==> config.mk <==
export PLATFORM = sky130hd
export DESIGN_NAME = pbc_latch
export DESIGN_NICKNAME = d
export VERILOG_FILES = /design/src/pbc_pkg.sv /design/src/pbc_sync2.sv /design/src/pbc_latch.sv
export VERILOG_INCLUDE_DIRS = /design/src
export SDC_FILE = /design/constraint.sdc
export NUM_CORES = 1
export LEC_CHECK = 0
export BUFFER_PORTS_ARGS = -buffer_cell sky130_fd_sc_hd__buf_2
export CORE_UTILIZATION = 50
export CTS_CLUSTER_DIAMETER = 60
export DETAILED_ROUTE_END_ITERATION = 12
export GPL_TIMING_DRIVEN = 0
export PLACE_DENSITY = 0.78
export SKIP_CTS_REPAIR_TIMING = 1
export SYNTH_ARGS = -nofsm -noshare
export SYNTH_HDL_FRONTEND = slang
export SYNTH_SLANG_ARGS = --single-unit
==> constraint.sdc <==
create_clock -name ref_clk -period 2.65 [get_ports ref_clk]
set_clock_uncertainty 0.15 [all_clocks]
set_input_delay 0.3975 -clock ref_clk [delete_from_list [all_inputs] [get_ports ref_clk]]
set_output_delay 0.3975 -clock ref_clk [all_outputs]
set_load 0.005 [all_outputs]
==> src/pbc_defines.svh <==
// Timing and reset constants for the pushbutton on/off latch
`ifndef PBC_DEFINES_SVH
`define PBC_DEFINES_SVH

// ==========================================================
// Clock and time base
`define PBC_CLK_PERIOD_NS     5
`define PBC_TICK_NS           1000000
`define PBC_TICK_CYCLES       (`PBC_TICK_NS / `PBC_CLK_PERIOD_NS)

// ==========================================================
// Durations in milliseconds
`define PBC_DEBOUNCE_SHORT_MS 50
`define PBC_DEBOUNCE_LONG_MS  2000
`define PBC_SHUTOFF_SHORT_MS  8000
`define PBC_SHUTOFF_LONG_MS   16000
`define PBC_IRQ_MS            32
`define PBC_IRQ_EXT_MS        128

// ==========================================================
// Widths and reset values
`define PBC_TICK_W            32
`define PBC_HOLD_W            16
`define PBC_IRQ_W             8
`define PBC_SYNC_IDLE         2'h3

`endif

==> src/pbc_pkg.sv <==
// Types shared by the pushbutton on/off latch
package pbc_pkg;

	// ==========================================================
	// Closure tracking states
	typedef enum logic [1:0] {
		PBC_IDLE,
		PBC_DEBOUNCE,
		PBC_HELD,
		PBC_WAIT_RELEASE
	} pbc_state_t;

	// ==========================================================
	// Millisecond timers
	typedef struct packed {
		logic [15:0] hold;
		logic [7:0]  irq;
	} pbc_timers_t;

endpackage : pbc_pkg

==> src/pbc_sync2.sv <==
// Two-flop synchroniser for the button and clear pins
`timescale 1ns/10ps
`include "pbc_defines.svh"

module pbc_sync2 (
	// Clock and reset
	input  wire logic       ref_clk,
	input  wire logic       rst_n,
	// Pins in, synchronised levels out
	input  wire logic [1:0] pin_in,
	output logic      [1:0] pin_sync
);

	// ==========================================================
	// Stages
	logic [1:0] stage1;
	logic [1:0] next_stage1;
	logic [1:0] next_pin_sync;

	always_comb
	begin
		next_stage1   = pin_in;
		next_pin_sync = stage1;
	end

	// Idle high so a reset never looks like a closure
	always_ff @(posedge ref_clk)
	begin
		if (!rst_n)
		begin
			stage1   <= `PBC_SYNC_IDLE;
			pin_sync <= `PBC_SYNC_IDLE;
		end
		else
		begin
			stage1   <= next_stage1;
			pin_sync <= next_pin_sync;
		end
	end

endmodule : pbc_sync2

==> src/pbc_latch.sv <==
// Pushbutton on/off latch with debounce, shutoff and one-shot interrupt
`timescale 1ns/10ps
`include "pbc_defines.svh"

module pbc_latch
	import pbc_pkg::*;
#(
	parameter bit          SHUTDOWN_VARIANT = 1'b1,
	parameter bit          LONG_DEBOUNCE    = 1'b0,
	parameter bit          LONG_SHUTOFF     = 1'b0,
	parameter int unsigned TICK_CYCLES      = `PBC_TICK_CYCLES
) (
	// Clock and lockout reset
	input  wire logic ref_clk,
	input  wire logic rst_n,
	// Pins from the switch and the system
	input  wire logic button_in_n,
	input  wire logic force_off_n,
	// Latched power output, push-pull
	output logic      power_out,
	// Open-drain interrupt, active low
	output logic      irq_n_out,
	output logic      irq_oe
);

	// ==========================================================
	// Durations
	localparam logic [15:0] DB_MS  = LONG_DEBOUNCE ? 16'(`PBC_DEBOUNCE_LONG_MS)
	                                               : 16'(`PBC_DEBOUNCE_SHORT_MS);
	localparam logic [15:0] SO_MS  = LONG_SHUTOFF ? 16'(`PBC_SHUTOFF_LONG_MS)
	                                              : 16'(`PBC_SHUTOFF_SHORT_MS);
	localparam logic [7:0]  IRQ_MS = 8'(`PBC_IRQ_MS);
	localparam logic [7:0]  EXT_MS = 8'(`PBC_IRQ_EXT_MS);
	localparam logic [31:0] TICK_LAST = 32'(TICK_CYCLES - 1);

	function automatic logic pbc_reached(input logic [15:0] cnt, input logic tk,
	                                     input logic [15:0] target);
		pbc_reached = tk && ((cnt + 16'h0001) == target);
	endfunction : pbc_reached

	// ==========================================================
	// Input synchronisation
	logic [1:0] pin_sync;
	logic       btn_low;
	logic       clr_act;

	pbc_sync2 u_sync (
		.ref_clk  (ref_clk),
		.rst_n    (rst_n),
		.pin_in   ({button_in_n, force_off_n}),
		.pin_sync (pin_sync)
	);

	assign btn_low = !pin_sync[1];
	assign clr_act = !pin_sync[0];

	// ==========================================================
	// Millisecond time base
	// Free-running: first tick of a closure lands within 1 ms, well inside tolerance
	logic [31:0] tick_cnt;
	logic [31:0] next_tick_cnt;
	logic        tick;

	always_comb
	begin
		tick          = (tick_cnt == TICK_LAST);
		next_tick_cnt = tick ? 32'h0000_0000 : tick_cnt + 32'h0000_0001;
	end

	always_ff @(posedge ref_clk)
	begin
		if (!rst_n)
			tick_cnt <= 32'h0000_0000;
		else
			tick_cnt <= next_tick_cnt;
	end

	// ==========================================================
	// Closure tracking and outputs
	pbc_state_t  state;
	pbc_state_t  next_state;
	pbc_timers_t timers;
	pbc_timers_t next_timers;
	logic        next_power;
	logic [15:0] hold_step;

	always_comb
	begin
		next_state  = state;
		next_timers = timers;
		next_power  = power_out;
		hold_step   = tick ? timers.hold + 16'h0001 : timers.hold;
		if (tick && (timers.irq != '0))
			next_timers.irq = timers.irq - 8'h01;
		case (state)
			PBC_IDLE:
			begin
				if (btn_low)
				begin
					next_state       = PBC_DEBOUNCE;
					next_timers.hold = '0;
				end
			end
			PBC_DEBOUNCE:
			begin
				if (!btn_low)
					next_state = PBC_IDLE;
				else
				begin
					next_timers.hold = hold_step;
					if (pbc_reached(timers.hold, tick, DB_MS))
					begin
						next_state      = PBC_HELD;
						next_power      = 1'b1;
						next_timers.irq = IRQ_MS;
					end
				end
			end
			PBC_HELD:
			begin
				if (!btn_low)
					next_state = PBC_IDLE;
				else
				begin
					next_timers.hold = hold_step;
					if (pbc_reached(timers.hold, tick, SO_MS))
					begin
						next_state = PBC_WAIT_RELEASE;
						if (SHUTDOWN_VARIANT)
							next_power = 1'b0;
						else
							next_timers.irq = EXT_MS;
					end
				end
			end
			PBC_WAIT_RELEASE:
			begin
				if (!btn_low)
					next_state = PBC_IDLE;
			end
			default:
				next_state = PBC_IDLE;
		endcase
		// Clear beats a closure landing in the same cycle at power_out; that closure's interrupt pulse still starts
		if (clr_act)
			next_power = 1'b0;
	end

	always_ff @(posedge ref_clk)
	begin
		if (!rst_n)
		begin
			state     <= PBC_IDLE;
			timers    <= '0;
			power_out <= 1'b0;
			irq_n_out <= 1'b0;
		end
		else
		begin
			state     <= next_state;
			timers    <= next_timers;
			power_out <= next_power;
			irq_n_out <= 1'b0;
		end
	end

	assign irq_oe = (timers.irq != '0);

	// ==========================================================
	// Checks
	clear_forces_off_a: assert property (@(posedge ref_clk) disable iff (!rst_n)
		clr_act |=> !power_out)
		else $error("power stayed on under clear");

	lockout_quiet_a: assert property (@(posedge ref_clk)
		!rst_n |=> (!power_out && !irq_oe))
		else $error("outputs active after lockout reset");

	debounce_sets_a: assert property (@(posedge ref_clk) disable iff (!rst_n)
		(state == PBC_DEBOUNCE && btn_low && !clr_act && pbc_reached(timers.hold, tick, DB_MS))
		|=> (power_out && irq_oe && timers.irq == IRQ_MS))
		else $error("debounced closure did not latch and interrupt");

	// Natural end of a running pulse is not the short closure's doing
	short_press_a: assert property (@(posedge ref_clk) disable iff (!rst_n)
		(state == PBC_DEBOUNCE && !btn_low && !clr_act
			&& !(tick && timers.irq == 8'h01))
		|=> (state == PBC_IDLE && $stable(power_out) && $stable(irq_oe)))
		else $error("short closure changed outputs");

	irq_on_tick_a: assert property (@(posedge ref_clk) disable iff (!rst_n)
		$fell(irq_oe) |-> $past(tick))
		else $error("interrupt ended off the time base");

	debounce_time_a: assert property (@(posedge ref_clk) disable iff (!rst_n)
		(state == PBC_DEBOUNCE && $past(state) == PBC_DEBOUNCE) |-> (timers.hold < DB_MS))
		else $error("debounce count ran past its limit");

	generate
		if (SHUTDOWN_VARIANT)
		begin : g_shutdown
			shutoff_release_a: assert property (@(posedge ref_clk) disable iff (!rst_n)
				(state == PBC_HELD && btn_low && pbc_reached(timers.hold, tick, SO_MS))
				|=> (!power_out && state == PBC_WAIT_RELEASE))
				else $error("long closure did not release power");
		end
		else
		begin : g_irq_only
			power_kept_a: assert property (@(posedge ref_clk) disable iff (!rst_n)
				(power_out && !clr_act) |=> power_out)
				else $error("power released without clear");

			ext_irq_start_a: assert property (@(posedge ref_clk) disable iff (!rst_n)
				(state == PBC_HELD && btn_low && pbc_reached(timers.hold, tick, SO_MS))
				|=> (irq_oe && timers.irq == EXT_MS))
				else $error("extended interrupt did not start");
		end
	endgenerate

endmodule : pbc_latch

==> results.cfg, run 1 <==
[place]
pre_cts_slack_ns = -0.171
dp_hpwl_microns = 4570
dpl_cell_area_sq_um = 3420
place.gp.congestion = 0.926
io_buffers = 5
placed_cells = 466

[synth]
synth_cells = 384
avgSynthCellArea_sq_um = 8.55
ys_seq_area_frac = 0.384
synth_cell_types = 53
yosysTopAreaCellShare = 0.384
ys_seq_elements = 63
synth_flop_cell = dfxtp_1
ys_async_sr_fraction = 0
synth.largest_area_cell = dfxtp_1
syn-cell-area_sq_um = 3280
syn_nets = 397
synthTopCellsByArea = dfxtp_1 (38%), xor2_1 (8.8%), nor2_1 (7.2%)
yosysWarnings = 0
synth-edff-count = 0

[die]
ios = 7
die-area_sq_um = 6890
fp.dieH_microns = 83.0
core_sq_um = 6350
start_util = 0.517
die_x_microns = 83.0
rows = 29

[cts]
clk_latency_ns = 0.34
cts_buffer_depth = 2
htree_levels = 3
cts_root_buf = clkbuf_8
path_clk_slew_ns = 0.08
cts_tree = yes
cts_buffers = 9
cts_num_sinks = 63

[min_path]
holdPathStages = 2
hold_start = button_in_n
hold-path-endpoint = u_sync.next_pin_sync[1]
hold_class = input port to flip-flop

[cells_and_area]
final_cells = 492
final_area_sq_um = 3840
fillers = 532
layout_common_cells = nor2_1 (63), dfxtp_1 (60), xor2_1 (33)
mostFrequentLayoutCell = nor2_1
utilization = 0.605
area_growth_pct = 16.9
nets = 423
num_antenna_cells = 0
drive_gt1_frac = 0.173

[outcome]
status = finished with violations
violations = negative setup slack

[setup_path]
reg2reg_slack_ns = -0.06
r2r_end = state[0]
crit_path_start_kind = flip-flop
rr_startpoint = timers[8]
crit_path_end_kind = flip-flop
reg2reg_depth = 8
crit_fanout = 7
worst-setup-path-type = flip-flop to flip-flop
cp.required_ns = 2.77
worstPathArrival_ns = 2.82

[global_route]
grt_pass1_wl_microns = 11300
grt_pass1_vias = 2585
grt_max_degree = 12
grtUsageTotal = 0.202
antenna_found_initial = 0
grt-ovfl-total = 0

[detailed_routing]
drc = 0
drtAntennaViolNets = 0
drtIter0Drc = 144
first_pass_iters = 5
via_count = 2731
wl_microns = 6930
via_per_inst = 5.55
wire_per_inst_microns = 14.1

[power]
ir_worst_vdd_v = 0.000417
fin_total_pwr_mw = 1.94
leakagePower_nw = 1.39
pwr_density_cell_nw_per_um2 = 507

[run]
maxCapViolCount = 0

[sta]
period_share = 1.02
fmax_mhz = 369
hold_viol = 0
drv_slew = 0
tns_ns = -0.114
min_period_ns = 2.71
finalSetupViolCount = 2
rsz0062_at_grt = yes
maxSlewHeadroom = 0.617
tightestPinTransition_ns = 0.574
hold_slack_ns = 0.0856
postLayoutSetupSlackWorst_ns = -0.0577
## routing by layer
layer,vias to the layer above,share of wire,GRT usage
met5,-,0,0
met4,0,0.012,0.0799
met3,10,0.037,0.0636
met2,57,0.51,0.348
met1,1268,0.44,0.233
li1,1396,-,-
## registers in the layout, summed over array words and instances (netlist names)
signal,cells
timers,24
u_sync.next_pin_sync,2
power_out,1
state,2
u_sync.pin_sync,2
tick_cnt,32
## synthesized netlist by cell type (2+ instances only)
cell type,n
dfxtp_1,63
nor2_1,63
xor2_1,33
nand2_1,29
xnor2_1,21
nand3_1,19
nand4_1,16
nor4_1,13
inv_1,11
clkbuf_1,9
ha_1,9
and3_1,8
nand2b_1,8
o21ai_0,8
a21oi_1,7
nor3_1,7
and4_1,6
or3_1,5
buf_2,4
and2_1,3
or4_1,3
a31oi_1,2
buf_4,2
buf_6,2
nor2b_1,2
nor4b_1,2
o211ai_1,2
or4b_2,2
## cells by family after synthesis
logic type,count (synthesis),share of synthesized area
multiplexers,2,0.00648
buffers and inverters,28,0.0404
other,1,0.00114
adder cells (fa/ha/maj),9,0.0343
AO/OA/AOI/OAI,33,0.0812
XOR/XNOR,54,0.144
flip-flops,63,0.384
AND/OR/NAND/NOR,194,0.308
## where the power goes
part | total [mW] | switching, mW | internal, mW
logic | 0.0588 | 0.0402 | 0.0186
registers | 0.957 | 0.00503 | 0.952
clock network | 0.929 | 0.373 | 0.556
## layout make-up
| cell class | count | area [sq um] | share of cell area |
|---|---|---|---|
| Buffer | 16 | 82.6 | 0.0215 |
| Clock buffer | 11 | 141 | 0.0368 |
| Clock inverter | 5 | 81.3 | 0.0212 |
| Inverter | 11 | 41.3 | 0.0108 |
| Multi-Input combinational cell | 293 | 2010 | 0.522 |
| Sequential cell | 63 | 1270 | 0.331 |
| Tap cell | 77 | 96.3 | 0.0251 |
| Timing Repair Buffer | 16 | 120 | 0.0313 |
## worst max-delay path: stages, from the launching register on
cell,delay [ns]
dfxtp_4,0.37
ha_4,0.17
and3_4,0.18
and3_4,0.18
or4_4,0.50
a221o_2,0.41
o32ai_4,0.35
a31oi_1,0.16
a211oi_2,0.16
## worst max path at each step
stage,startpoint,to,cells past startpoint
floorplan,timers[9],power_out,9
global placement,timers[9],timers[3],9
detailed placement,timers[9],power_out,9
CTS,state[0],timers[18],9
global route,tick_cnt[24],state[1],9
finish,timers[8],state[0],8
No activity file was read; power rests on OpenSTA's default activity.
==> run 2, diff against run 1 <==
--- a/config.mk
+++ b/config.mk
@@ -7,11 +7,13 @@
 export NUM_CORES = 1
 export LEC_CHECK = 0
 export BUFFER_PORTS_ARGS = -buffer_cell sky130_fd_sc_hd__buf_2
-export CORE_UTILIZATION = 50
+export CORE_UTILIZATION = 41
 export CTS_CLUSTER_DIAMETER = 60
+export CTS_CLUSTER_SIZE = 28
 export DETAILED_ROUTE_END_ITERATION = 12
 export GPL_TIMING_DRIVEN = 0
-export PLACE_DENSITY = 0.78
+export PLACE_DENSITY = 0.68
+export SETUP_SLACK_MARGIN = 0.1
 export SKIP_CTS_REPAIR_TIMING = 1
 export SYNTH_ARGS = -nofsm -noshare
 export SYNTH_HDL_FRONTEND = slang
==> run 2 against run 1 <==
The flow still finishes with violations (negative setup slack). Die area is 21% higher. Final cell count is 5.3% higher. Worst hold slack worse by 0.0019 ns. Final area is 0.55% higher. Non-clock buffer count is 1 higher. Sequential power hardly changed. Flip-flop and latch count stayed put.
==> results.cfg, run 2 (synthesis results as in run 1) <==
[outcome]
status = finished with violations
violations = negative setup slack

[place]
dp_hpwl_microns = 4500
io_buffers = 5
placed_cells = 491
place.gp.congestion = 0.811

[sta]
rsz0062_at_grt = yes
hold_viol = 0
fmax_mhz = 377
period_share = 1.00
tightestPinTransition_ns = 0.512
tns_ns = -0.00374
finalSetupViolCount = 1
min_period_ns = 2.65
hold_slack_ns = 0.0838
drv_slew = 0
maxSlewHeadroom = 0.659
postLayoutSetupSlackWorst_ns = -0.00374

[setup_path]
cp.required_ns = 2.73
crit_path_end_kind = flip-flop
worst-setup-path-type = flip-flop to flip-flop
reg2reg_depth = 9
worstPathArrival_ns = 2.73
crit_fanout = 4
crit_path_start_kind = flip-flop

[cts]
cts_num_sinks = 63
cts_buffer_depth = 2
cts_root_buf = clkbuf_8
clk_latency_ns = 0.35
cts_tree = yes
htree_levels = 3
cts_buffers = 9
path_clk_slew_ns = 0.07

[run]
maxCapViolCount = 0

[detailed_routing]
drtAntennaViolNets = 0
via_per_inst = 5.23
first_pass_iters = 4
drtIter0Drc = 59
via_count = 2710
wire_per_inst_microns = 12.8
drc = 0
wl_microns = 6610

[die]
die_x_microns = 91.5
ios = 7
rows = 32
core_sq_um = 7730
die-area_sq_um = 8370
start_util = 0.425
fp.dieH_microns = 91.5

[global_route]
grt_max_degree = 12
antenna_found_initial = 0
grt_pass1_wl_microns = 10900
grtUsageTotal = 0.163
grt-ovfl-total = 0
grt_pass1_vias = 2461

[cells_and_area]
final_cells = 518
drive_gt1_frac = 0.190
layout_common_cells = dfxtp_1 (61), nor2_1 (59), xor2_1 (32)
regMostFlops = tick_cnt
mostFrequentLayoutCell = dfxtp_1
largest_register_ffs = 32
num_antenna_cells = 0
area_growth_pct = 17.6
utilization = 0.500
nets = 424
top_regs = tick_cnt: 32 flops, timers: 24 flops

[power]
leakagePower_nw = 1.39
pwr_density_cell_nw_per_um2 = 474
ir_worst_vdd_v = 0.000274

[min_path]
holdPathStages = 2
hold_class = input port to flip-flop
==> run 2: layout make-up <==
type	instances	area, sq um
inverter	11	41.3
multi-input combinational	293	2030
buffer	17	98.8
timing repair buffer	16	108
clock buffer	10	128
sequential	63	1270
clock inverter	6	61.3
fill	714	3870
tap	102	128
==> run 2: critical path: stages (launching register included) <==
cell and delay, ns:
dfxtp_4 0.36, ha_4 0.16, and3_4 0.17, buf_6 0.11
and3_4 0.17, or4_1 0.40, a221o_2 0.43, o32ai_4 0.30
a2111o_1 0.19, o311ai_1 0.08
==> run 2: metal layers <==
layer	vias up	track usage	wire length [microns]
met1	1267	0.197	3050
met5	-	0	0
met4	0	0.0807	146
li1	1389	-	-
met2	39	0.268	3200
met3	15	0.0394	216
==> run 2: report_power, final <==
part	switching (mW)	internal [mW]	total (mW)
sequential	0.00515	0.952	0.957
clock	0.383	0.431	0.813
combinational	0.0397	0.0192	0.0588
==> run 2: path summary, 6_finish.rpt <==
path	start	slack, ns	to
worst max-delay path	timers[9]	-0.004	state[1]
worst min-delay path	force_off_n	0.08	u_sync.next_pin_sync[0]
worst max register to register	timers[9]	-0.004	state[1]
worst min register to register	u_sync.next_pin_sync[1]	0.26	u_sync.pin_sync[1]
==> run 2: per-stage QoR <==
| step | setup WS, ns | area (sq um) | total power, mW |
|---|---|---|---|
| 6_report | -0.00374 | 3860 | 1.83 |
| 5_1_grt | -0.109 | 3860 | 1.90 |
| 4_1_cts | -0.199 | 3640 | 1.85 |
| 3_5_place_dp | -0.189 | 3460 | 1.04 |
| 3_3_place_gp | -0.153 | 3460 | 1.04 |
| 2_1_floorplan | 0.0857 | 3300 | 1.02 |
